`config.mk`:
```
export PLATFORM = sky130hd
export DESIGN_NAME = i2c_slave_random_read
export DESIGN_NICKNAME = d
export VERILOG_FILES = /design/src/i2c_rr_pkg.sv /design/src/i2c_slave_random_read.sv /design/src/i2c_line_watch.sv
export SDC_FILE = /design/constraint.sdc
export NUM_CORES = 1
export LEC_CHECK = 0
export BUFFER_PORTS_ARGS = -buffer_cell sky130_fd_sc_hd__buf_2
export CAP_MARGIN = 15
export CORE_MARGIN = 2
export CORE_UTILIZATION = 45
export CTS_CLUSTER_SIZE = 24
export DETAILED_ROUTE_END_ITERATION = 10
export HOLD_SLACK_MARGIN = 0.08
export PLACE_DENSITY = 0.65
export SLEW_MARGIN = 20
export SYNTH_ARGS = -nofsm -noshare
export SYNTH_HDL_FRONTEND = slang
export SYNTH_SLANG_ARGS = --single-unit
```
`constraint.sdc`:
```
create_clock -name CORE_CLK_I -period 3.7 [get_ports CORE_CLK_I]
set_input_delay 0.74 -clock CORE_CLK_I [delete_from_list [all_inputs] [get_ports CORE_CLK_I]]
set_output_delay 0.74 -clock CORE_CLK_I [all_outputs]
set_load 0.01 [all_outputs]
```
`src/i2c_rr_pkg.sv`:
```
// Purpose: shared constants and types for the serial memory read engine
// Assumes: one core clock; bus lines sampled, never used as clocks
// Notes:   memory address is eleven bits, data bytes are eight bits
package i2c_rr_pkg;

    localparam int         ADDR_W      = 11;
    localparam int         DATA_W      = 8;
    localparam int         CLK_NS      = 5;      // core clock period
    localparam logic [3:0] DEV_SELECT  = 4'ha;   // device-select pattern
    localparam int         ID_DEV_LSB  = 4;      // select pattern in bits 7:4
    localparam int         ID_HI_LSB   = 1;      // high address in bits 3:1
    localparam int         ID_RW_BIT   = 0;      // direction bit
    localparam int         HI_W        = 3;
    localparam logic [3:0] BITS_LAST   = 4'h8;   // bits per byte
    localparam logic [3:0] CNT_ZERO    = 4'h0;
    localparam logic [ADDR_W-1:0] WIPER_ADDR = 11'h7ff;
    localparam logic [ADDR_W-1:0] PTR_RESET  = 11'h000;
    localparam logic [ADDR_W-1:0] PTR_STEP   = 11'h001;
    localparam logic [2:0] LINE_IDLE   = 3'h7;   // released lines read high

    // conditions seen on the two bus lines, one core cycle each
    typedef struct packed {
        logic scl_rise;
        logic scl_fall;
        logic start;
        logic stop;
        logic sda;
    } line_event_type;

    typedef enum {ST_IDLE, ST_RX, ST_ACK_OUT, ST_TX, ST_ACK_IN, ST_WAIT} state_type;

    // what the byte being received or acknowledged is
    typedef enum {KIND_ID, KIND_WRITE, KIND_ADDR, KIND_READ} byte_kind_type;

endpackage : i2c_rr_pkg

```
`src/i2c_slave_random_read.sv`:
```
// Purpose: slave read engine with sequential streaming from a pointer
// Assumes: memory answers within one core cycle of a stable address
// Notes:   write data bytes are handled elsewhere; this block only
//          acknowledges the write-direction instruction bytes
`timescale 1ns/1ps
module i2c_slave_random_read
    import i2c_rr_pkg::*;
(
    input  wire logic              CORE_CLK_I,
    input  wire logic              SYS_RST_I,
    input  wire logic              SCL_I,
    input  wire logic              SDA_I,
    input  wire logic [DATA_W-1:0] MEM_RDATA_I,
    input  wire logic [DATA_W-1:0] WIPER_POSITION_REGISTER_I,
    input  wire logic [DATA_W-1:0] STORED_WIPER_VALUE_I,
    input  wire logic              VOLATILE_ONLY_SELECT_I,
    input  wire logic              NV_WRITE_PENDING_I,
    input  wire logic              NV_WRITE_BUSY_I,
    output logic                   SDA_O,
    output logic                   SDA_OE_N_O,
    output logic [ADDR_W-1:0]      MEM_ADDR_O,
    output logic                   NV_WRITE_START_O,
    output logic                   READ_ACTIVE_O
);

    line_event_type    ev;
    state_type         state_reg,  state_next;
    byte_kind_type     kind_reg,   kind_next;
    logic [3:0]        cnt_reg,    cnt_next;
    logic [DATA_W-1:0] shift_reg,  shift_next;
    logic [ADDR_W-1:0] ptr_reg,    ptr_next;
    logic              oe_n_reg,   oe_n_next;
    logic              ack_reg,    ack_next;
    logic              nv_reg,     nv_next;
    logic              rd_reg,     rd_next;
    logic              load;
    logic [DATA_W-1:0] fetched;

    // byte source: wiper location is not memory
    function automatic logic [DATA_W-1:0] fetch_byte(
        input logic [ADDR_W-1:0] addr,
        input logic [DATA_W-1:0] mem,
        input logic [DATA_W-1:0] live,
        input logic [DATA_W-1:0] stored,
        input logic              vol_only
    );
        if (addr != WIPER_ADDR)
            return mem;
        return vol_only ? live : stored;
    endfunction : fetch_byte

    function automatic logic id_valid(input logic [DATA_W-1:0] b);
        return b[DATA_W-1:ID_DEV_LSB] == DEV_SELECT;
    endfunction : id_valid

    i2c_line_watch u_watch (
        .clk_i (CORE_CLK_I),
        .rst_i (SYS_RST_I),
        .scl_i (SCL_I),
        .sda_i (SDA_I),
        .ev_o  (ev)
    );

    assign fetched = fetch_byte(ptr_reg, MEM_RDATA_I, WIPER_POSITION_REGISTER_I,
                                STORED_WIPER_VALUE_I, VOLATILE_ONLY_SELECT_I);

    // protocol engine; a stop, or a start outside a non-volatile cycle, overrides any byte in flight
    always_comb begin
        state_next = state_reg;
        kind_next  = kind_reg;
        cnt_next   = cnt_reg;
        shift_next = shift_reg;
        ptr_next   = ptr_reg;
        oe_n_next  = oe_n_reg;
        ack_next   = ack_reg;
        nv_next    = 1'b0;
        load       = 1'b0;
        if (ev.stop) begin
            state_next = ST_IDLE;
            oe_n_next  = 1'b1;
            nv_next    = NV_WRITE_PENDING_I;
        end else if (ev.start && !NV_WRITE_BUSY_I) begin
            // starts are ignored while a non-volatile cycle runs
            state_next = ST_RX;
            kind_next  = KIND_ID;
            cnt_next   = CNT_ZERO;
            oe_n_next  = 1'b1;
        end else begin
            case (state_reg)
                ST_RX: begin
                    if (ev.scl_rise) begin
                        shift_next = {shift_reg[DATA_W-2:0], ev.sda};
                        cnt_next   = cnt_reg + 4'h1;
                    end else if (ev.scl_fall && cnt_reg == BITS_LAST) begin
                        if (kind_reg == KIND_ADDR) begin
                            ptr_next[DATA_W-1:0] = shift_reg;
                            oe_n_next  = 1'b0;
                            state_next = ST_ACK_OUT;
                        end else if (id_valid(shift_reg)) begin
                            ptr_next[ADDR_W-1:DATA_W] = shift_reg[ID_HI_LSB +: HI_W];
                            kind_next  = shift_reg[ID_RW_BIT] ? KIND_READ : KIND_WRITE;
                            oe_n_next  = 1'b0;
                            state_next = ST_ACK_OUT;
                        end else begin
                            state_next = ST_WAIT;
                        end
                    end
                end
                ST_ACK_OUT: begin
                    if (ev.scl_fall) begin
                        oe_n_next = 1'b1;
                        cnt_next  = CNT_ZERO;
                        case (kind_reg)
                            KIND_WRITE: begin
                                kind_next  = KIND_ADDR;
                                state_next = ST_RX;
                            end
                            KIND_READ: load = 1'b1;
                            // write data is not taken here; wait for repeated start
                            default: state_next = ST_WAIT;
                        endcase
                    end
                end
                ST_TX: begin
                    if (ev.scl_rise) begin
                        cnt_next = cnt_reg + 4'h1;
                    end else if (ev.scl_fall) begin
                        if (cnt_reg == BITS_LAST) begin
                            oe_n_next  = 1'b1;         // master owns the ninth bit
                            cnt_next   = CNT_ZERO;
                            state_next = ST_ACK_IN;
                        end else begin
                            shift_next = {shift_reg[DATA_W-2:0], 1'b0};
                            oe_n_next  = shift_reg[DATA_W-2]; // open drain: high released
                        end
                    end
                end
                ST_ACK_IN: begin
                    if (ev.scl_rise) begin
                        ack_next = ~ev.sda;
                    end else if (ev.scl_fall) begin
                        if (ack_reg)
                            load = 1'b1;
                        else
                            state_next = ST_WAIT;
                    end
                end
                ST_IDLE, ST_WAIT: ;
                default: state_next = ST_IDLE;
            endcase
        end
        if (load) begin
            shift_next = fetched;
            ptr_next   = ptr_reg + PTR_STEP;
            oe_n_next  = fetched[DATA_W-1];
            cnt_next   = CNT_ZERO;
            state_next = ST_TX;
        end
        rd_next = (state_next == ST_TX) || (state_next == ST_ACK_IN);
    end

    always_ff @(posedge CORE_CLK_I) begin
        if (SYS_RST_I) begin
            state_reg <= ST_IDLE;
            kind_reg  <= KIND_ID;
            cnt_reg   <= CNT_ZERO;
            shift_reg <= '0;
            ptr_reg   <= PTR_RESET;
            oe_n_reg  <= 1'b1;
            ack_reg   <= 1'b0;
            nv_reg    <= 1'b0;
            rd_reg    <= 1'b0;
        end else begin
            state_reg <= state_next;
            kind_reg  <= kind_next;
            cnt_reg   <= cnt_next;
            shift_reg <= shift_next;
            ptr_reg   <= ptr_next;
            oe_n_reg  <= oe_n_next;
            ack_reg   <= ack_next;
            nv_reg    <= nv_next;
            rd_reg    <= rd_next;
        end
    end

    // the pin only ever pulls low; level comes from the enable
    always_ff @(posedge CORE_CLK_I) begin
        SDA_O <= 1'b0;
    end

    assign SDA_OE_N_O       = oe_n_reg;
    assign MEM_ADDR_O       = ptr_reg;
    assign NV_WRITE_START_O = nv_reg;
    assign READ_ACTIVE_O    = rd_reg;

    logic eval_cycle;
    assign eval_cycle = state_reg == ST_RX && ev.scl_fall && cnt_reg == BITS_LAST
                        && !ev.stop && !ev.start;
endmodule : i2c_slave_random_read

```
`src/i2c_line_watch.sv`:
```
// Purpose: synchronise the bus lines and detect edges, start and stop
// Assumes: line clock far slower than the core clock
// Notes:   first stage of each chain is read only by the second stage
`timescale 1ns/1ps
module i2c_line_watch
    import i2c_rr_pkg::*;
(
    input  wire logic     clk_i,
    input  wire logic     rst_i,
    input  wire logic     scl_i,
    input  wire logic     sda_i,
    output line_event_type ev_o
);

    logic [2:0] scl_pipe_reg;
    logic [2:0] scl_pipe_next;
    logic [2:0] sda_pipe_reg;
    logic [2:0] sda_pipe_next;

    // two-flop chain plus one history stage per line
    always_comb begin
        scl_pipe_next = {scl_pipe_reg[1:0], scl_i};
        sda_pipe_next = {sda_pipe_reg[1:0], sda_i};
    end

    always_ff @(posedge clk_i) begin
        if (rst_i) begin
            scl_pipe_reg <= LINE_IDLE;
            sda_pipe_reg <= LINE_IDLE;
        end else begin
            scl_pipe_reg <= scl_pipe_next;
            sda_pipe_reg <= sda_pipe_next;
        end
    end

    // start and stop need clock high in both compared samples
    always_comb begin
        ev_o.scl_rise = scl_pipe_reg[1] & ~scl_pipe_reg[2];
        ev_o.scl_fall = ~scl_pipe_reg[1] & scl_pipe_reg[2];
        ev_o.start    = scl_pipe_reg[1] & scl_pipe_reg[2] & ~sda_pipe_reg[1] & sda_pipe_reg[2];
        ev_o.stop     = scl_pipe_reg[1] & scl_pipe_reg[2] & sda_pipe_reg[1] & ~sda_pipe_reg[2];
        ev_o.sda      = sda_pipe_reg[1];
    end

endmodule : i2c_line_watch

```
# [Word-level counts from Yosys, hierarchy flattened]
# Index checks and enable logic that the tools add are counted.
[classes] n_addsub=2 n_mul=0 n_div=0 magnitude_cmp=0 n_eq_ne=36 shifts=0 n_mux=73 bitwise=13 n_reduce_logical=23
[ops] op="$mux 32" count=19
[ops] op="$pmux 32 s5" count=1
[ops] op="$eq 32x3->1 const B" count=4
[ops] op="$pmux 32 s2" count=2
[ops] op="$eq 32x2->1 const B" count=3
[ops] op="$mux 8" count=11
[ops] op="$mux 11" count=6
[ops] op="$eq 32x1->1 const B" count=2
[ops] op="$eq 32x4->1 const B" count=1
[ops] op="$logic_not 32->1" count=1
[ops] op="$ne 3x3->1 const B" count=10
[ops] op="$ne 5x5->1 const B" count=5
[ops] op="$mux 4" count=6
[ops] op="$reduce_and 7->1" count=3
[ops] op="$mux 1" count=19
[ops] op="$pmux 8 s2" count=1
[ops] op="$mux 3" count=4
[ops] op="$pmux 4 s3" count=1
[ops] op="$reduce_and 6->1" count=2
[ops] op="$add 11x1->11 const B" count=1
[ops] op="$ne 11x11->1 const B" count=1
[ops] op="$eq 4x4->1 const B" count=2
[ops] op="$ne 4x4->1 const B" count=2
[ops] op="$reduce_and 8->1" count=1
[ops] op="19 further kinds" count=39
[totals] reg_bits=97 latchBits=0 mem_bits_rw=0 romBits=0 wordCells=159 memories=0

# [Longest topological paths before layout]
# Gate-level depths: netlist of the first run.
[logic_depth] word_depth=11 mapped_depth=9

# [By module]
# Synthesis of the first run repeated with hierarchy kept, for this count alone.
[unflattened] cells_unflattened=355 hier_area_um2=3373.2
[modules_own_cells] module="i2c_slave_random_read" instances=1 cells_each=338 area_per_inst_um2=3175.5 seq_area_each_um2=1221.2
[modules_own_cells] module="i2c_line_watch" instances=1 cells_each=17 area_per_inst_um2=197.7 seq_area_each_um2=120.1

# [Worst setup path after synthesis of the first run]
# No wires, ideal clock.
[synth_timing] kind="reg-to-reg" from="reg u_watch.scl_pipe_reg[2]" to="reg ptr_reg[5] (netlist: MEM_ADDR_O[5])" setup_ns=0.134 arrival_ns=1.963 setup_slack_ns=1.603 path_stages_with_launch=9 n_path_buf=0 cell_sequence="dfxtp_1 inv_1 ha_1 nor2b_1 a32oi_2 nor4_4 mux2_1 nand2_1 a21oi_1"
[synth_between] elab_chain_len=8 elab_cells_between_ends=24 classes_between="3 x eq/ne; 7 x mux; 8 x bitwise; 6 x reduce/logical"
[synth_lines] element="start, declared" line_no="i2c_line_watch.sv:15" rtl="logic [2:0] scl_pipe_reg;"
[synth_lines] element="start signal, assigned" line_no="i2c_line_watch.sv:31" rtl="scl_pipe_reg <= scl_pipe_next;"
[synth_lines] element="$and 1x1->1 (tied with other cells)" line_no="i2c_line_watch.sv:39" rtl="ev_o.scl_fall = ~scl_pipe_reg[1] & scl_pipe_reg[2];"
[synth_lines] element="$mux 1 (tied with other cells)" line_no="i2c_slave_random_read.sv:141" rtl="end else if (ev.scl_fall) begin"
[synth_lines] element="$mux 1 or $and 1x1->1 (tied branches)" line_no="i2c_slave_random_read.sv:139, i2c_line_watch.sv:40"
[synth_lines] element="$pmux 1 s2 or $logic_and 1x1->1 (tied branches)" line_no="i2c_slave_random_read.sv:89, i2c_slave_random_read.sv:82"
[synth_lines] element="$mux 1" line_no="i2c_slave_random_read.sv:82" rtl="end else if (ev.start && !NV_WRITE_BUSY_I) begin"
[synth_lines] element="$mux 1" line_no="i2c_slave_random_read.sv:78" rtl="if (ev.stop) begin"
[synth_lines] element="$ne 2x1->1 (no line) (tied with other cells)"
[synth_lines] element="$reduce_and 6->1 (no line)"
[synth_lines] element="end signal, assigned" line_no="i2c_slave_random_read.sv:178" rtl="ptr_reg <= ptr_next;"
[synth_lines] element="end, declared" line_no="i2c_slave_random_read.sv:31" rtl="logic [ADDR_W-1:0] ptr_reg, ptr_next;"
# Several ways; a longest one is shown, not always the timed one.
# A chain may end at the register's enable or synchronous reset.

# [Final worst setup path of the first run]
[layout_timing] from="reg u_watch.scl_pipe_reg[2]" to="reg ptr_reg[2] (netlist: MEM_ADDR_O[2])"
# Same word-level chain as after synthesis.

==> impl_summary.md, run 1 <==
Worst setup path
The critical path in this run is classified as reg2reg. The element type at the critical path start is a flop. Walking the worst path, the cells encountered are inv_1, ha_1, nor2b_1, a32o_1, nand4_1, buf_4, nor3b_1, o21ai_1, a21oi_1. At the worst endpoint, the arrival time is 2.95 ns. Data on the critical path is required at its endpoint by 3.98 ns. The maximum cell stage delay along the critical path is 0.42 ns.

The slowest stage of the critical path belongs to the cell nor2b_1. In this run the worst path has a maximum fanout of 12. The worst setup path is captured at a flop.

Clocking
The clock slew seen by the registers of the worst setup and hold paths is 0.08 ns. The number of buffers inserted by hold repair at cts is 0. Buffers inserted during clock tree synthesis total 9. The root cell of the clock tree is clkbuf_8.

The clock tree synthesis step divided the H-tree into 3 levels. The sink count of the clock tree is 67. The quantity of gates resized following cts is 0. Post-CTS timing repair inserted 0 buffers for setup. The clock tree from TritonCTS is done. The clock passes through at most 2 buffers.

At the later pin of the worst-skew pair, clock insertion delay measures 0.35 ns.

Floorplanning
The die is 89.2 um wide. The area of the die is 0.00796 sq mm. The initial core utilization is 0.458. The I/O pin total is 46. From bottom edge to top edge, the die measures 89.2 um. Row generation in the floorplan step produced 31 rows. The region available for standard cell placement spans 0.00714 sq mm.

STA
Setup repair after global routing left no endpoint under its margin. The worst slew margin relative to its limit is 0.495. The total negative slack for setup checks is 0 ns. The final-report setup violation count is 0. The total count of hold-check failures in the final report is 0.

Clock skew on the completed layout was measured at 0.0105 ns. Based on the critical path, the design can be clocked at up to 0.374 GHz. In the finished design, the share of the clock period the worst path needs comes to 0.722. Counting I/O delays and the setup requirement, the final critical path takes 2.67 ns. The number of pins with negative max-slew slack in the final report is 0.

The transition time at the pin with the least slew margin is 0.758 ns.

Status
The flow ran to the end, and the final reports show no timing, DRC or antenna violations.

Finish
The finished layout holds 519 standard cells, fillers aside. Summing all non-filler instances in the final layout gives an area of 0.00385 sq mm. The growth of design area from synthesis to finish is 18.0%. The flip-flop count of the largest register, all copies and words added is 32.

For this run, the post-layout net count is 452. The count of inserted antenna diode cells is 0. In the final layout, the share of cells above drive strength 1 is 0.243. Measured on the finished design, the core utilization comes to 0.540.

Pwr
The internal power contribution is 0.00109 W. The analysis attributes to cell leakage a power of 1.53 nW. Of the total power, the share spent switching nets is 0.243. The combinational share of power is 0.039.

The maximum vdd ir drop is 0.292 mV. The share of total power dissipated in the clock network is 0.439. Total power for the finished layout comes to 0.00144 W. In this run the power density over the cells is 374 mW/mm^2. The sequential cell fraction of total power is 0.522.

The switching power total is 0.000351 W.

Global route
For met2 alone, demand over resource in global routing was 0.319. Entering global routing, the biggest net connects 41 pins. The met1 global-route usage is 0.250.

The via count of the first global-routing pass is 2517. The leftover overflow at the end of global routing is 0. The initial antenna violation count is 0. The met3 global-route usage is 0.0536. The global-route usage over all layers is 0.196. The most congested layer reported by global routing is met2. The first-pass GRT wire length is 11900 um.

Synth
Synthesis inferred 67 register bits. For this run, the register share of the synthesized area comes to 0.410. The synthesized design spends more area on one cell type than any other, namely dfxtp_1. In the synthesized netlist the async set-or-reset flop fraction comes to 0. The Yosys step of the flow raised 0 warnings. The top-area cell type share of the netlist area is 0.410. After synthesis, the cell types taking the most area are dfxtp_1, mux2_2, a21oi_1, nor2_1, nor4_4. The most frequently used flop master after synthesis is dfxtp_1. The count of mapped cells out of synthesis is 345.

The distinct cell type count of the synthesized netlist is 68. The synthesized design contains 0 enable-type register cells. The cell area after technology mapping is 0.00327 sq mm. The mean post-synth cell area is 9.47 sq um.

Route
The total wire length after detailed routing is 7410 um. Using the TritonRoute via totals, the vias-per-cell ratio works out to 5.42. After detailed routing, the number of remaining DRC violations is 0. Dividing the detail-routed wire length by the instance count gives 14.3 um. Summing over every cut layer, the via total after detailed routing is 2811. The antenna violation net count after detailed routing is 0. The first routing iteration left 223 violations. The first-pass iteration count of the detailed router is 5.

Worst hold path
The type of the tightest min-delay check is reg2reg.

Place
The total instance count after detailed placement is 503. The post-place instance area is 0.00365 sq mm. The detailed placer's ending HPWL is 5270 um. Routability-driven placement finished with a final weighted congestion of 0.893. The count of port buffers added during placement is 44.

Job
The tool flagged a number of max-cap violations equal to 0.
-- worst paths after layout --
kind	from	to	slack (ns)	cells after the start
max	u_watch.scl_pipe_reg[2]	MEM_ADDR_O[2]	1.03	9
min	u_watch.scl_pipe_reg[0]	u_watch.scl_pipe_reg[1]	0.41	1
max reg2reg	u_watch.scl_pipe_reg[2]	MEM_ADDR_O[2]	1.03	9
min reg2reg	u_watch.scl_pipe_reg[0]	u_watch.scl_pipe_reg[1]	0.41	1
-- synthesized netlist by cell type (all sizes together) (8+ instances only) --
master  number
buf          9
mux2        14
or2          8
nor4         9
dfxtp       67
nand3       10
o21ai       16
nand2       27
a211oi       9
nor3        15
a21oi       22
nor2        30
inv         10
clkbuf       8
-- worst max-delay path: cells and delay by family (launching register included) --
| family | cells | cell delay [ns] |
|---|---|---|
| buf+inv | 2 | 0.41 |
| simple gates | 3 | 1.07 |
| fa+ha+maj | 1 | 0.27 |
| compound gates | 3 | 0.50 |
| flops | 1 | 0.36 |
-- through the flow --
stage	setup slack, ns	hold slack, ns
2_1_floorplan	1.60	0.389
3_3_place_gp	1.15	0.402
3_5_place_dp	1.05	0.398
4_1_cts	1.06	0.416
5_1_grt	0.763	0.423
6_report	1.03	0.413
-- cells by family (layout without fill, tap and decap cells) --
logic type,count (synthesis),count (layout),synth area share
buf+inv,27,73,0.0406
mux,21,21,0.0697
flops,67,67,0.410
fa+ha+maj,6,6,0.0230
other cells,1,30,0.00115
simple gates,147,147,0.290
compound gates,76,76,0.165
-- layer usage --
layer / wire [um] / share of wire
met2: 3480 / 0.47
met1: 3300 / 0.45
met3: 553 / 0.075
met4: 78 / 0.011
met5: 0 / 0
-- area by class of cell --
type | instances | area, sq um
tap | 99 | 124
clock inverter | 7 | 82.6
multi-input combinational | 280 | 1900
timing repair buffer | 47 | 243
sequential | 67 | 1340
clock buffer | 9 | 124
fill | 705 | 3280
inverter | 10 | 37.5
-- layout by cell type, fill, tap and decap left out, drive strengths merged, types with 2 or more instances in the layout --
master and count:
dfxtp 67, buf 47, conb 30, nor2 30
nand2 27, a21oi 22, o21ai 16, nor3 15
mux2 14, inv 14, nand3 10, clkbuf 9
a211oi 9, nor4 9, or2 8, mux2i 7
nand4 7, nor2b 6, and3 6, ha 6
nand2b 5, and4 4, o32ai 4, nor3b 4
a31oi 3, a311oi 3, a21o 3, and3b 2
nand3b 2, or3 2, or3b 2, o211a 2
clkinvlp 2, and4bb 2, a41oi 2
-- power groups by stage --
stage	combinational, W	sequential (W)	clock, W
floorplan	0.0000367	0.000767	0
global placement	0.0000554	0.000769	0
detailed placement	0.0000564	0.000769	0
CTS	0.0000566	0.000753	0.000648
global route	0.0000642	0.000755	0.000683
finish	0.0000568	0.000752	0.000634
Note: power is estimated with default switching activity, not from simulation.
==> run 2, diff against run 1 <==
--- a/config.mk
+++ b/config.mk
@@ -5,6 +5,7 @@
 export SDC_FILE = /design/constraint.sdc
 export NUM_CORES = 1
 export LEC_CHECK = 0
+export ABC_AREA = 1
 export BUFFER_PORTS_ARGS = -buffer_cell sky130_fd_sc_hd__buf_2
 export CAP_MARGIN = 15
 export CORE_MARGIN = 2
@@ -12,7 +13,7 @@
 export CTS_CLUSTER_SIZE = 24
 export DETAILED_ROUTE_END_ITERATION = 10
 export HOLD_SLACK_MARGIN = 0.08
-export PLACE_DENSITY = 0.65
+export PLACE_DENSITY = 0.67
 export SLEW_MARGIN = 20
 export SYNTH_ARGS = -nofsm -noshare
 export SYNTH_HDL_FRONTEND = slang
==> constraint.sdc (replaced) <==
create_clock -name CORE_CLK_I -period 2.35 [get_ports CORE_CLK_I]
set_input_delay 0.47 -clock CORE_CLK_I [delete_from_list [all_inputs] [get_ports CORE_CLK_I]]
set_output_delay 0.47 -clock CORE_CLK_I [all_outputs]
set_load 0.01 [all_outputs]
==> run 2 against run 1 <==
Power is 61% higher. Sequential power is 57% higher. Non-clock buffer count is 5 higher. Via count is 19% higher. Combinational power is 140% higher. Count of clock-buffer cells in the layout stayed put. Global-route usage is 1.5 points higher. Clock power is 59% higher. Routed wire length is 15% higher. Flip-flop and latch count stayed put. Synthesized cell count is 45% higher. First-iteration DRC count is 0.90% higher. Largest power group unchanged.
==> impl_summary.md, run 2 <==
Place
The detailed placer's ending HPWL is 6670 um (+27%). The post-place instance area came to 0.00398 sq mm (+9.0%). The count of port buffers added during placement is 44 (unchanged). The routability congestion estimate came to 0.935 (+4.7%).

Floorplanning
The area of the die is 0.00853 sq mm (+7.1%). The initial core utilization came to 0.459 (+0.00134). The number of core rows is 32 (+3.2%). The core area is 0.00765 sq mm (+7.2%). The height of the die is 92.3 um (+3.5%). The floorplan die width is 92.3 um (+3.5%). The I/O pin total is 46 (unchanged).

Route
The total wire length after detailed routing is 8550 um (+15%). The overall via count from detail_route is 3353 (+19%). The number of design-rule violations left by the first detailed-router iteration was 225 (+0.90%). The antenna violation net count after detailed routing was 0 (unchanged).

The met2 wirelength from detailed routing is 4050 um (+16%). The first-pass iteration count of the detailed router is 4 (-1). The detailed-routing wirelength on met1 was 3850 um (+17%).

The average wire length per cell after detail routing was 12.4 um (-13%). The number of design rule violations left after detail routing is 0 (unchanged). The number of vias per cell was 4.85 (-10%). The met3 wirelength from detailed routing is 456 um (-18%). The highest layer touched by signal routing is met4.

STA
The number of pins with negative max-slew slack in the final report is 0 (unchanged). The maximum operating frequency was 0.470 GHz (+26%). Setup repair after global routing left no endpoint under its margin. The minimum clock period is 2.13 ns (-0.545 ns). The transition time at the pin with the least slew margin is 0.620 ns (-0.138 ns). The total negative slack for setup checks was 0 ns (unchanged). The total count of hold-check failures in the final report was 0 (unchanged). The post-route fraction of the period consumed by the critical path came to 0.906 (+0.183). The worst slew margin relative to its limit is 0.586 (+0.0914). The maximum clock skew at final layout is 0.0146 ns (+0.00412 ns). The final-report setup violation count came to 0 (unchanged).

Global route
The first-pass GRT wire length came to 14200 um (+20%). The via count of the first global-routing pass is 3090 (+23%). The global-route usage over all layers is 0.211 (+0.0153).

The pin count of the biggest net entering global routing came to 21 (-49%). The leftover overflow at the end of global routing was 0 (unchanged). The initial antenna violation count was 0 (unchanged).

Finish
The count of inserted antenna diode cells is 0 (unchanged). From synthesis to final layout, the design area changed by 19.4%. The number of fillers in the final layout is 757 (+7.4%). The top cell types in the final layout, fill and taps aside, are nand2_1, nor2_1, dfxtp_1. The flip-flop count of the largest register, all copies and words added is 32 (unchanged). The fraction of layout cells with a size suffix above 1 is 0.195 (-0.0476). Leaving out fill and tap cells, the most frequent cell in the layout is nand2_1. The storage element area is 0.00134 sq mm (unchanged). The combined area of the multi-input logic cells is 0.00207 sq mm (+8.7%). The cell area after layout is 0.00419 sq mm (+8.8%). The post-layout net count is 621 (+37%).

Pwr
The maximum vdd ir drop is 0.433 mV (+48%). The ratio of total power to cell area is 556 mW/mm^2 (+48%). The reported leakage power came to 2.04 nW (+34%).

Clocking
The clock tree from TritonCTS is done. The CTS buffer count was 9 (unchanged). CTS placed an instance of clkbuf_8 at the clock tree root. The sink count of the clock tree is 67 (unchanged). The clock network latency to the later pin of the worst-skew pair is 0.36 ns (about the same). The number of buffers on the longest clock path is 2 (unchanged). The clock slew seen by the registers of the worst setup and hold paths was 0.08 ns (about the same). The number of H-tree branching levels is 3 (unchanged).

Worst setup path
The worst setup path is captured at a flop. The maximum cell stage delay along the critical path is 0.41 ns (about the same). The worst-path maximum fanout was 17 (+5). By startpoint and endpoint, the worst setup path is classified as reg2reg. The required time of the worst setup path came to 2.64 ns (-1.34 ns). The arrival time reported for the critical path endpoint is 2.42 ns (-0.53 ns).

The signal on the critical path passes through ha_1, nand2_1, nor3_2, nand4_4, o21ai_0, o21ai_0, nand2_1, nand2_1, nor2_1. The critical path's slowest cell is dfxtp_1. The combined buffer and inverter count along the critical path came to 0 (-2). In this design, the critical path's most frequently occurring cell is nand2_1.

The cell family contributing the most delay on the critical path is simple AND/OR/NAND/NOR gates. The element type at the critical path start is a flop.

Synth
The library cell with the largest summed area after synthesis is dfxtp_1. The total number of yosys warnings is 0 (unchanged). The post-synthesis register bit count is 67 (unchanged). Ranked by instance count, the synthesized netlist is headed by nand2_1, nor2_1, dfxtp_1.

In the post-synthesis netlist, the biggest area contributors are dfxtp_1, nand2_1, nor2_1, nand3_1, inv_1. The share of synthesized flip-flops with an asynchronous set or reset is 0 (unchanged). The dominant cell by count in the synthesized netlist is nand2_1. The distinct cell type count of the synthesized netlist is 39 (-43%). The mean post-synth cell area came to 7.02 sq um (-26%). The proportion of synthesized chip area in sequential cells is 0.382 (-0.0285). The top-area cell type share of the netlist area was 0.382 (-0.0285). The count of mapped cells out of synthesis is 500 (+45%). The count of flip-flops with a built-in enable after synthesis is 0 (unchanged). The most frequently used flop master after synthesis is dfxtp_1. The cell area after technology mapping is 0.00351 sq mm (+7.5%).

Job
The max-capacitance violation count is 0 (unchanged).

Worst hold path
The path class of the tightest hold or removal check is in2reg.

Status
The flow ran to the end, and the final reports show no timing, DRC or antenna violations.
run 2: cell types whose count changed in the layout (fill, tap and decap cells not counted), sizes merged, moves of 8 or more:
cell	delta
inv	+34
o21ai	+35
xor2	+8
nand3	+25
nor4	-9
nand2	+101
nor2	+62
mux2	-14
a211oi	-9
run 2: power breakdown:
group,internal [W],switching [W],total [W]
clock,0.000508,0.000504,0.00101
combinational,0.0000573,0.0000799,0.000137
sequential,0.00117,0.0000113,0.00118
run 2: repair_timing:
item,CTS,global route
resized for setup,0,1
hold buffers,0,0
setup endpoints to repair,0,9
setup buffers,0,0
run 2: area by class of cell:
| class | instances | area share |
|---|---|---|
| clock inverter | 7 | 0.0197 |
| sequential | 67 | 0.320 |
| inverter | 45 | 0.0403 |
| timing repair buffer | 52 | 0.0668 |
| clock buffer | 9 | 0.0295 |
| multi-input combinational | 409 | 0.493 |
| tap | 102 | 0.0304 |
run 2: logic make-up after synthesis:
kind of cell               count (synthesis)  share of synthesized area
buffers and inverters                     53                     0.0627
AOI/OAI and AO/OA                         77                      0.125
muxes                                      8                     0.0228
other                                      1                    0.00107
xor gates and xnor gates                  10                     0.0249
DFF                                       67                      0.382
and+or+nand+nor                          278                      0.360
adders and majority gates                  6                     0.0214
run 2: per-layer routing:
metal,GRT usage,vias to the layer above
met4,0.0933,0
met2,0.362,92
met1,0.259,1485
met5,0,-
met3,0.0366,17
li1,-,1759
run 2: path summary, 6_finish.rpt:
| check | startpoint | endpoint | slack [ns] | cells after the start |
|---|---|---|---|---|
| worst max-delay path | MEM_ADDR_O[0] | shift_reg[0] | 0.22 | 9 |
| worst max register to register | MEM_ADDR_O[0] | shift_reg[0] | 0.22 | 9 |
| worst min register to register | u_watch.scl_pipe_reg[0] | u_watch.scl_pipe_reg[1] | 0.42 | 1 |
| worst min-delay path | SDA_I | u_watch.sda_pipe_reg[0] | 0.29 | 2 |
run 2: stage by stage:
stage          setup slack [ns]  total power (W)  utilization  hold WS (ns)  instances
4_1_cts                   0.133          0.00235        0.547         0.286        691
3_3_place_gp              0.195          0.00134        0.520         0.395        675
3_5_place_dp              0.169          0.00134        0.520         0.406        675
6_report                  0.222          0.00233        0.548         0.291        691
2_1_floorplan             0.519          0.00129            -         0.389        529
5_1_grt                 0.00286          0.00242        0.548         0.282        691
==> run 3, diff against run 2 <==
--- a/config.mk
+++ b/config.mk
@@ -6,7 +6,7 @@
 export NUM_CORES = 1
 export LEC_CHECK = 0
 export ABC_AREA = 1
-export BUFFER_PORTS_ARGS = -buffer_cell sky130_fd_sc_hd__buf_2
+export BUFFER_PORTS_ARGS = -buffer_cell sky130_fd_sc_hd__buf_4
 export CAP_MARGIN = 15
 export CORE_MARGIN = 2
 export CORE_UTILIZATION = 45
==> run 3 against run 2 <==
Flip-flop and latch count unchanged. Critical path depth increased by 1. Global-route usage decreased by 0.069 points. Highest routed layer unchanged. Largest cell class unchanged. Critical endpoint unchanged.
==> impl_summary.md, run 3 (synthesis results as in run 2) <==
Clocking
The post-CTS repair timing setup buffer count is 0 (unchanged). The number of buffers on the longest clock path is 2 (unchanged). The clock tree from TritonCTS is done. The clock network latency to the later pin of the worst-skew pair is 0.34 ns (-0.02 ns).

The clock slew seen by the registers of the worst setup and hold paths is 0.08 ns (about the same). The number of H-tree branching levels is 3 (unchanged). The CTS buffer count is 9 (unchanged). The sink count of the clock tree is 67 (unchanged). The root cell of the clock tree is clkbuf_8.

Pwr
The switching power total is 0.000540 W (-9.4%). The reported leakage power is 2.08 nW (+1.9%). The fraction of power consumed by the clock network is 0.454 (+0.019). The ratio of total power to cell area is 564 mW/mm^2 (+1.5%).

The fraction of power spent switching nets is 0.221 (-0.0344). The internal power contribution is 0.00190 W (+9.5%). The sequential cell fraction of total power was 0.484 (-0.023). The combinational share of power came to 0.062 (+0.003). The maximum vdd ir drop is 0.369 mV (-15%).

Worst hold path
The type of the tightest min-delay check is in2reg.

Finish
In the layout the commonest cells are nand2_1, nor2_1, dfxtp_1. The fraction of layout cells with a size suffix above 1 is 0.194 (-0.00137). The combined area of the multi-input logic cells is 0.00207 sq mm (unchanged).

The final cell count without fillers is 690 (-0.14%). The number of fillers in the final layout is 742 (-2.0%). The count of inserted antenna diode cells was 0 (unchanged). The flip-flop count of the largest register, all copies and words added was 32 (unchanged). Relative to the synthesized area, the layout overhead comes to 23.2%.

The post-layout net count came to 620 (-0.16%). The most common library cell in the layout ignoring fill and taps is nand2_1. The storage element area came to 0.00134 sq mm (unchanged).

Route
The number of design rule violations left after detail routing is 0 (unchanged). The total wire length after detailed routing was 8640 um (+0.97%). The antenna violation net count after detailed routing is 0 (unchanged).

The overall via count from detail_route is 3403 (+1.5%). The number of design-rule violations left by the first detailed-router iteration is 173 (-23%). The number of vias per cell is 4.93 (+1.6%). The average wire length per cell after detail routing came to 12.5 um (+1.1%). The first-pass iteration count of the detailed router is 5 (+1).

Place
The total instance count after detailed placement is 674 (-0.15%). The routability congestion estimate is 0.951 (+1.6%). The worst setup slack after placement came to 0.154 ns (-0.0158 ns). The count of port buffers added during placement is 44 (unchanged). The detailed placer's ending HPWL is 6690 um (+0.20%).

STA
The minimum clock period is 2.13 ns (-0.00238 ns). The final-report setup violation count is 0 (unchanged). The worst setup slack after layout came to 0.224 ns (+0.00238 ns). The transition time at the pin with the least slew margin is 0.555 ns (-0.0651 ns). The worst slew margin relative to its limit came to 0.629 (+0.0435). The total count of hold-check failures in the final report is 0 (unchanged). The maximum clock skew at final layout is 0.0113 ns (-0.00329 ns). The post-route fraction of the period consumed by the critical path is 0.904 (-0.00101). The number of pins with negative max-slew slack in the final report is 0 (unchanged). The maximum operating frequency is 0.470 GHz (+0.11%).

The total negative slack for setup checks is 0 ns (unchanged). Setup repair after global routing left no endpoint under its margin.

Floorplanning
The initial core utilization is 0.459 (unchanged). The area of the die is 0.00853 sq mm (unchanged). The number of core rows was 32 (unchanged). The floorplan die width was 92.3 um (unchanged). The height of the die was 92.3 um (unchanged).

The core area is 0.00765 sq mm (unchanged). The I/O pin total is 46 (unchanged).

Worst setup path
The kind of end point of the critical path is a flop. STA classifies the critical path startpoint as a flop. The critical path is of the reg2reg type.

The arrival time reported for the critical path endpoint is 2.37 ns (-0.05 ns). The reg2reg setup slack is 0.22 ns (about the same). The required time of the worst setup path is 2.59 ns (-0.05 ns). The worst-path maximum fanout is 17 (unchanged).

Global route
The pin count of the biggest net entering global routing was 21 (unchanged). The first-pass GRT wire length came to 14300 um (+0.58%). The global-route usage over all layers is 0.210 (-0.000691). The leftover overflow at the end of global routing is 0 (unchanged).

The via count of the first global-routing pass is 3213 (+4.0%). The initial antenna violation count is 0 (unchanged).

Job
The max-capacitance violation count is 0 (unchanged).

Status
The run finished with clean final reports.
run 3: worst paths after layout:
path,start,to,cells after the start
max,MEM_ADDR_O[0],shift_reg[0],10
min,SCL_I,u_watch.scl_pipe_reg[0],2
max reg2reg,MEM_ADDR_O[0],shift_reg[0],10
min reg2reg,u_watch.sda_pipe_reg[0],u_watch.sda_pipe_reg[1],1
run 3: layout make-up:
cell class              count  share of cell area
clock inverters             5              0.0197
flip-flops and latches     67               0.310
repair buffers             51              0.0885
inverters                  45              0.0391
multi-input cells         409               0.478
well taps                 102              0.0295
clock buffers              11              0.0350
run 3: routing by layer:
metal  vias up  track usage  part of all wire
met3        21       0.0374             0.060
met1      1521        0.258              0.45
li1       1751            -                 -
met4         0        0.118             0.027
met5         -            0                 0
met2       110        0.349              0.47
run 3: stage by stage:
step,hold WS [ns],instance area (sq um),utilization,power (W)
6_report,0.307,4330,0.566,0.00244
5_1_grt,0.291,4330,0.566,0.00254
4_1_cts,0.292,4320,0.564,0.00247
3_5_place_dp,0.398,4080,0.534,0.00136
3_3_place_gp,0.392,4080,0.534,0.00135
2_1_floorplan,0.389,3620,-,0.00129
run 3: power by group through the flow:
stage	Clock, W	Combinational, W	Sequential [W]
final	0.00111	0.000152	0.00118
after global placement	0	0.000148	0.00121
after detailed placement	0	0.000150	0.00121
after global routing	0.00118	0.000171	0.00118
after CTS	0.00113	0.000151	0.00118
after floorplan	0	0.0000891	0.00120
run 3: critical path, stage by stage, from the launching register on:
cell and delay, ns:
dfxtp_1 0.42, ha_1 0.21, nand2_1 0.10, nor3_2 0.38, nand4_4 0.29, nand2_1 0.12, o21ai_0 0.10, o21ai_0 0.21
nand2_1 0.07, nand2_1 0.07, nor2_1 0.05
run 3: repair_timing:
item / 4_1_cts / 5_1_grt
gates resized for setup: 0 / 1
hold buffers: 0 / 0
endpoints found under the setup margin: 0 / 4
